[src/hdl/insn_exec_pkg.sv]
// constants for the three-instruction decode and execute block
package insn_exec_pkg;
   // ----------------------------------------------------------------
   // word layout
   // ----------------------------------------------------------------
   localparam int unsigned WORD_W         = 14;
   localparam int unsigned DATA_W         = 8;
   localparam int unsigned INDEX_W        = 7;
   localparam int unsigned TARGET_BIT_POS = 7;
   // ----------------------------------------------------------------
   // encodings
   // ----------------------------------------------------------------
   localparam logic [13:0] KICK_WORD      = 14'h0064;
   localparam logic [5:0]  DEC_PREFIX     = 6'h03;
   localparam logic [5:0]  XOR_PREFIX     = 6'h3a;
   // ----------------------------------------------------------------
   // reset and load values
   // ----------------------------------------------------------------
   localparam logic [7:0]  ACC_RESET      = 8'h00;
   localparam logic [7:0]  WDOG_CLEAR     = 8'h00;
   localparam logic [7:0]  PRESC_CLEAR    = 8'h00;
   localparam logic [7:0]  ONE_BYTE       = 8'h01;
   localparam logic [7:0]  ZERO_BYTE      = 8'h00;
   // ----------------------------------------------------------------
   // decoded operation
   // ----------------------------------------------------------------
   typedef enum logic [1:0] {
      OP_NONE,
      OP_KICK,
      OP_DEC,
      OP_XOR
   } op_type;
endpackage

[src/hdl/insn_decode.sv]
// combinational classifier of one fetched instruction word
`timescale 1ns/1ps
`default_nettype none
module insn_decode
   import insn_exec_pkg::*;
(
   // instruction word
   input  wire logic [13:0] word_i,
   // classification
   output var  op_type      op_o
);
   // ----------------------------------------------------------------
   // pattern match
   // ----------------------------------------------------------------
   wire logic is_kick = (word_i == KICK_WORD);
   wire logic is_dec  = (word_i[13:8] == DEC_PREFIX);
   wire logic is_xor  = (word_i[13:8] == XOR_PREFIX);

   // one hot by construction, the prefixes never overlap
   always_comb begin
      if (is_kick) begin
         op_o = OP_KICK;
      end else if (is_dec) begin
         op_o = OP_DEC;
      end else if (is_xor) begin
         op_o = OP_XOR;
      end else begin
         op_o = OP_NONE;
      end
   end
endmodule
`default_nettype wire

[src/hdl/watchdog_decrement_xor_exec.sv]
// decode and single-cycle execute of watchdog kick, decrement and xor immediate
//
// Contract
// - kick word clears the watchdog count to zero.
// - kick word also clears the watchdog prescaler to zero.
// - kick sets timeout_status and sleep_flag, other status untouched.
// - decrement subtracts one from the indexed register, updates zero flag.
// - target bit 0 writes accumulator, 1 writes back to the register.
// - xor immediate xors accumulator with the low instruction byte.
// - xor result goes only to accumulator; only zero flag changes.
`timescale 1ns/1ps
`default_nettype none
module watchdog_decrement_xor_exec
   import insn_exec_pkg::*;
(
   // clock and reset
   input  wire logic               mclk_i,
   input  wire logic               rst_i,
   // instruction fetch
   input  wire logic               insn_valid_i,
   input  wire logic [WORD_W-1:0]  insn_word_i,
   // data memory read port, same clock, combinational read
   input  wire logic [DATA_W-1:0]  reg_rdata_i,
   output logic [INDEX_W-1:0]      reg_index_o,
   // data memory write port
   output logic                    reg_we_o,
   output logic [INDEX_W-1:0]      reg_waddr_o,
   output logic [DATA_W-1:0]       reg_wdata_o,
   // accumulator
   output logic [DATA_W-1:0]       acc_o,
   // status bits
   output logic                    result_null_bit_o,
   output logic                    timeout_status_o,
   output logic                    sleep_flag_o,
   // watchdog
   output logic                    watchdog_clear_o,
   output logic                    prescaler_clear_o,
   output logic [DATA_W-1:0]       watchdog_count_o,
   output logic [DATA_W-1:0]       prescaler_o,
   // external events that age or trip the watchdog, and the done pulse out
   input  wire logic               prescale_tick_i,
   input  wire logic               timeout_set_i,
   input  wire logic               sleep_set_i,
   output logic                    done_o
);
   // ----------------------------------------------------------------
   // decode
   // ----------------------------------------------------------------
   op_type op;

   insn_decode u_decode (
      .word_i (insn_word_i),
      .op_o   (op)
   );

   // zero test shared by both arithmetic results
   function automatic logic is_zero(input logic [DATA_W-1:0] v);
      return (v == ZERO_BYTE);
   endfunction

   // ----------------------------------------------------------------
   // operand fields and results
   // ----------------------------------------------------------------
   wire logic               fire      = insn_valid_i;
   wire logic               do_kick   = fire && (op == OP_KICK);
   wire logic               do_dec    = fire && (op == OP_DEC);
   wire logic               do_xor    = fire && (op == OP_XOR);
   wire logic [INDEX_W-1:0] index     = insn_word_i[INDEX_W-1:0];
   wire logic               to_reg    = insn_word_i[TARGET_BIT_POS];
   wire logic [DATA_W-1:0]  imm       = insn_word_i[DATA_W-1:0];
   wire logic [DATA_W-1:0]  dec_res   = reg_rdata_i - ONE_BYTE;
   wire logic [DATA_W-1:0]  xor_res   = acc_o ^ imm;

   // read address is steered straight from the word so the read lands this cycle
   assign reg_index_o = index;

   // ----------------------------------------------------------------
   // accumulator and zero flag
   // ----------------------------------------------------------------
   wire logic               next_acc_we = (do_dec && !to_reg) || do_xor;
   wire logic [DATA_W-1:0]  next_acc    = do_xor ? xor_res : dec_res;
   wire logic               res_zero    = is_zero(do_xor ? xor_res : dec_res);

   // single cycle update: each instruction retires on the edge it is presented
   always_ff @(posedge mclk_i) begin
      if (rst_i) begin
         acc_o             <= ACC_RESET;
         result_null_bit_o <= 1'b0;
      end else begin
         if (next_acc_we) begin
            acc_o <= next_acc;
         end
         if (do_dec || do_xor) begin
            result_null_bit_o <= res_zero;
         end
      end
   end

   // ----------------------------------------------------------------
   // register write back
   // ----------------------------------------------------------------
   // registered so the memory sees a clean strobe one cycle after decode
   always_ff @(posedge mclk_i) begin
      if (rst_i) begin
         reg_we_o    <= 1'b0;
         reg_waddr_o <= '0;
         reg_wdata_o <= ZERO_BYTE;
      end else begin
         reg_we_o    <= do_dec && to_reg;
         reg_waddr_o <= index;
         reg_wdata_o <= dec_res;
      end
   end

   // ----------------------------------------------------------------
   // status bits
   // ----------------------------------------------------------------
   // hardware trips clear the flags; a kick in the same cycle wins since
   // software asked for the restart last
   always_ff @(posedge mclk_i) begin
      if (rst_i) begin
         timeout_status_o <= 1'b1;
         sleep_flag_o     <= 1'b1;
      end else if (do_kick) begin
         timeout_status_o <= 1'b1;
         sleep_flag_o     <= 1'b1;
      end else begin
         if (timeout_set_i) begin
            timeout_status_o <= 1'b0;
         end
         if (sleep_set_i) begin
            sleep_flag_o <= 1'b0;
         end
      end
   end

   // ----------------------------------------------------------------
   // watchdog count and prescaler
   // ----------------------------------------------------------------
   // the timing chain proper lives elsewhere; this copy only tracks ticks
   always_ff @(posedge mclk_i) begin
      if (rst_i) begin
         watchdog_count_o  <= WDOG_CLEAR;
         prescaler_o       <= PRESC_CLEAR;
         watchdog_clear_o  <= 1'b0;
         prescaler_clear_o <= 1'b0;
         done_o            <= 1'b0;
      end else begin
         watchdog_clear_o  <= do_kick;
         prescaler_clear_o <= do_kick;
         done_o            <= do_kick || do_dec || do_xor;
         if (do_kick) begin
            watchdog_count_o <= WDOG_CLEAR;
            prescaler_o      <= PRESC_CLEAR;
         end else if (prescale_tick_i) begin
            if (prescaler_o == 8'hff) begin
               watchdog_count_o <= watchdog_count_o + ONE_BYTE;
            end
            prescaler_o <= prescaler_o + ONE_BYTE;
         end
      end
   end
endmodule
`default_nettype wire

[config.mk]
export PLATFORM = sky130hd
export DESIGN_NAME = watchdog_decrement_xor_exec
export DESIGN_NICKNAME = d
export VERILOG_FILES = /design/src/hdl/insn_exec_pkg.sv /design/src/hdl/insn_decode.sv /design/src/hdl/watchdog_decrement_xor_exec.sv
export SDC_FILE = /design/constraint.sdc
export NUM_CORES = 1
export LEC_CHECK = 0
export ABC_AREA = 1
export BUFFER_PORTS_ARGS = -buffer_cell sky130_fd_sc_hd__buf_2
export CORE_UTILIZATION = 44
export CTS_CLUSTER_DIAMETER = 200
export DETAILED_ROUTE_END_ITERATION = 7
export PLACE_DENSITY = 0.73
export SKIP_LAST_GASP = 1
export SLEW_MARGIN = 15
export SYNTH_ARGS = -nofsm -noshare
export SYNTH_HDL_FRONTEND = slang
export SYNTH_HIERARCHICAL = 1
export SYNTH_SLANG_ARGS = --single-unit
[constraint.sdc]
create_clock -name mclk_i -period 3.27 [get_ports mclk_i]
set_clock_uncertainty 0.05 [all_clocks]
set_input_delay 0.654 -clock mclk_i [delete_from_list [all_inputs] [get_ports mclk_i]]
set_output_delay 0.654 -clock mclk_i [all_outputs]
set_load 0.01 [all_outputs]
==> flow_summary.yaml <==
outcome:
  status: "finished clean"
clock_network:
  cts_max_level: 2
  clk_latency_ns: 0.29
  ctsResizeCount: 0
  clk_pin_slew_worst_paths_ns: 0.08
  cts_buffers: 5
  clock_sinks: 45
  cts_root_buf: "clkbuf_8"
  cts_buffer_depth: 2
  cts_setup_buffers: 0
  cts_tree: "built"
  hold_buffers: 0
pwr:
  p_total_mw: 1.120
  cellPowerDensity_nw_per_um2: 423.5
  p_leak_nw: 1.430
  max-vdd-ir-drop_mv: 0.2470
setup_path:
  r2r-end: "watchdog_count_o[7]"
  cp_max_fo: 11
  cp-startpoint: "insn_word_i[13]"
  critical_path_arrival_ns: 2.40
  worstPathRequired_ns: 3.44
  path_class: "in2reg"
  r2r-start: "prescaler_o[1]"
  reg2reg_slack_ns: 1.69
  cp-start-kind: "input port"
  reg2regPathDepth: 10
  end_kind: "flip-flop"
worst_hold_path:
  hp-start: "sleep_flag_o"
  hold_path.class: "reg2reg"
  holdPathEnd: "sleep_flag_o"
  worstHoldPathCells: 2
timing:
  tns_ns: 0
  hold_violations: 0
  min_period_ns: 2.227
  rsz0062_at_grt: "false"
  fmax_ghz: 0.4491
  fin_crit_sh_pct: 68.10
  max-slew-margin-rel_pct: 58.91
  slew_viol_final: 0
  fin_ws_ns: 1.043
  setup_viol: 0
  tightest_slew_ns: 0.6141
  whs_ns: 0.4172
yosys:
  yosysSeqAreaShare_pct: 42.13
  syn_area_per_cell_um2: 7.104
  synth-seq-cells: 45
  synth_area_um2: 2138
  yosys_warnings: 6
  ys_types: 31
  syn_inst: 301
  syn_nets: 332
cells_and_area:
  diodes: 0
  finalNonFillerCells: 429
  areaGrowthSynthToFinish_pct: 23.64
  final_core_util_pct: 58.69
  fin_area_um2: 2644
  drive_above_1_share_pct: 27.06
  fill_cells: 442
  final_nets: 407
run:
  max_cap_violations: 0
global_routing:
  grt_usage_pct: 18.87
  grt_max_degree: 26
  grt_pass1_vias: 1884
  grt_pass1_wl_mm: 7.700
  antenna_found_initial: 0
  overflow: 0
placement:
  port_buffers: 80
  routabilityCongestion: 0.8277
  postPlaceCellArea_um2: 2527
  dpl.hpwl_mm: 3.627
  dp.cells: 421
  pre_cts_slack_ns: 0.6988
die:
  dieHeight_um: 71.71
  die-area_um2: 5142
  io_pins: 81
  initial_core_util_pct: 47.47
  core_area_um2: 4504
  rows: 24
  fp.dieW_um: 71.71
drt:
  viasPerCell: 4.904
  ant_nets: 0
  drt_iter0_drc: 61
  drc_errors: 0
  routedWlPerCell_um: 10.97
  drt-pass1-iter-count: 4
  vias: 2104
  routed_wl_mm: 4.704
## per-layer routing
| layer | up-vias | routed length (um) | global-route usage (%) |
|---|---|---|---|
| met5 | - | 0 | 0 |
| met4 | 0 | 81 | 5.447 |
| met3 | 8 | 248 | 5.345 |
| met2 | 63 | 2184 | 32.81 |
| met1 | 952 | 2190 | 22.69 |
| li1 | 1081 | - | - |
## area by class of cell
cell class,instances,area (um^2),share of cell area (%)
multi-input cells,205,1015,38.38
flip-flops and latches,45,900.9,34.07
repair buffers,80,400.4,15.14
inverters,39,146.4,5.537
clock buffers,7,86.33,3.265
well taps,52,65.06,2.461
clock inverters,1,30.03,1.136
## registers in the layout, indices dropped and copies added (netlist names)
signal / cells
timeout_status_o: 1
acc_o: 8
reg_we_o: 1
sleep_flag_o: 1
result_null_bit_o: 1
prescaler_clear_o: 1
reg_waddr_o: 7
reg_wdata_o: 8
prescaler_o: 8
watchdog_count_o: 8
done_o: 1
## worst max-delay path by stage
stage                               end  slack, ns  depth (start not counted)
finish              watchdog_count_o[0]       1.04                          8
CTS                 watchdog_count_o[0]       1.01                          8
floorplan                      acc_o[1]       1.24                          8
global route        watchdog_count_o[0]       0.82                          8
detailed placement  watchdog_count_o[0]       0.70                          8
global placement         prescaler_o[4]       0.79                          8
## Yosys cell counts, drive strengths merged
| cell type | n | area (um^2) |
|---|---|---|
| or2 | 3 | 18.77 |
| nand3b | 1 | 7.510 |
| nand3 | 13 | 82.58 |
| dfxtp | 45 | 900.9 |
| a211oi | 1 | 7.510 |
| nor3 | 4 | 31.28 |
| nand4 | 4 | 25.02 |
| o211ai | 1 | 7.510 |
| buf | 9 | 65.06 |
| nor2 | 52 | 221.5 |
| a31oi | 1 | 6.260 |
| xor2 | 6 | 52.55 |
| ha | 3 | 37.54 |
| xnor2 | 2 | 17.52 |
| o21ai | 14 | 70.07 |
| nand2 | 78 | 307.8 |
| clkbuf | 3 | 11.26 |
| a21oi | 22 | 121.4 |
| inv | 39 | 146.4 |
## where the power goes
part | leakage, nW | switching [mW] | internal (mW)
Sequential | 0.368 | 0.00615 | 0.563
Combinational | 1.00 | 0.0722 | 0.0454
Clock | 0.0585 | 0.184 | 0.249
## logic make-up (layout without fill, tap and decap cells)
logic type | after synthesis | after routing | share of synthesized area [%]
fa+ha+maj | 3 | 3 | 1.756
flops | 45 | 45 | 42.13
xor+xnor | 8 | 8 | 3.277
simple gates | 155 | 155 | 32.48
buf+inv | 51 | 127 | 10.42
compound gates | 39 | 39 | 9.948
## placed cells by master, fill, tap and decap left out, drive strengths merged
master / count
a211oi: 1
a21oi: 22
a31oi: 1
buf: 80
bufinv: 1
clkbuf: 7
dfxtp: 45
ha: 3
inv: 39
nand2: 78
nand3: 13
nand3b: 1
nand4: 4
nor2: 52
nor3: 4
o211ai: 1
o21ai: 14
or2: 3
xnor2: 2
xor2: 6
## worst max-delay path, cell delays in order
cell,delay [ns]
buf_2,0.10
nor2_1,0.10
nand2_1,0.09
o21ai_1,0.34
nor2_1,0.11
nor2_1,0.49
inv_1,0.30
a21oi_1,0.21
Power figures use the tool's default switching activity.
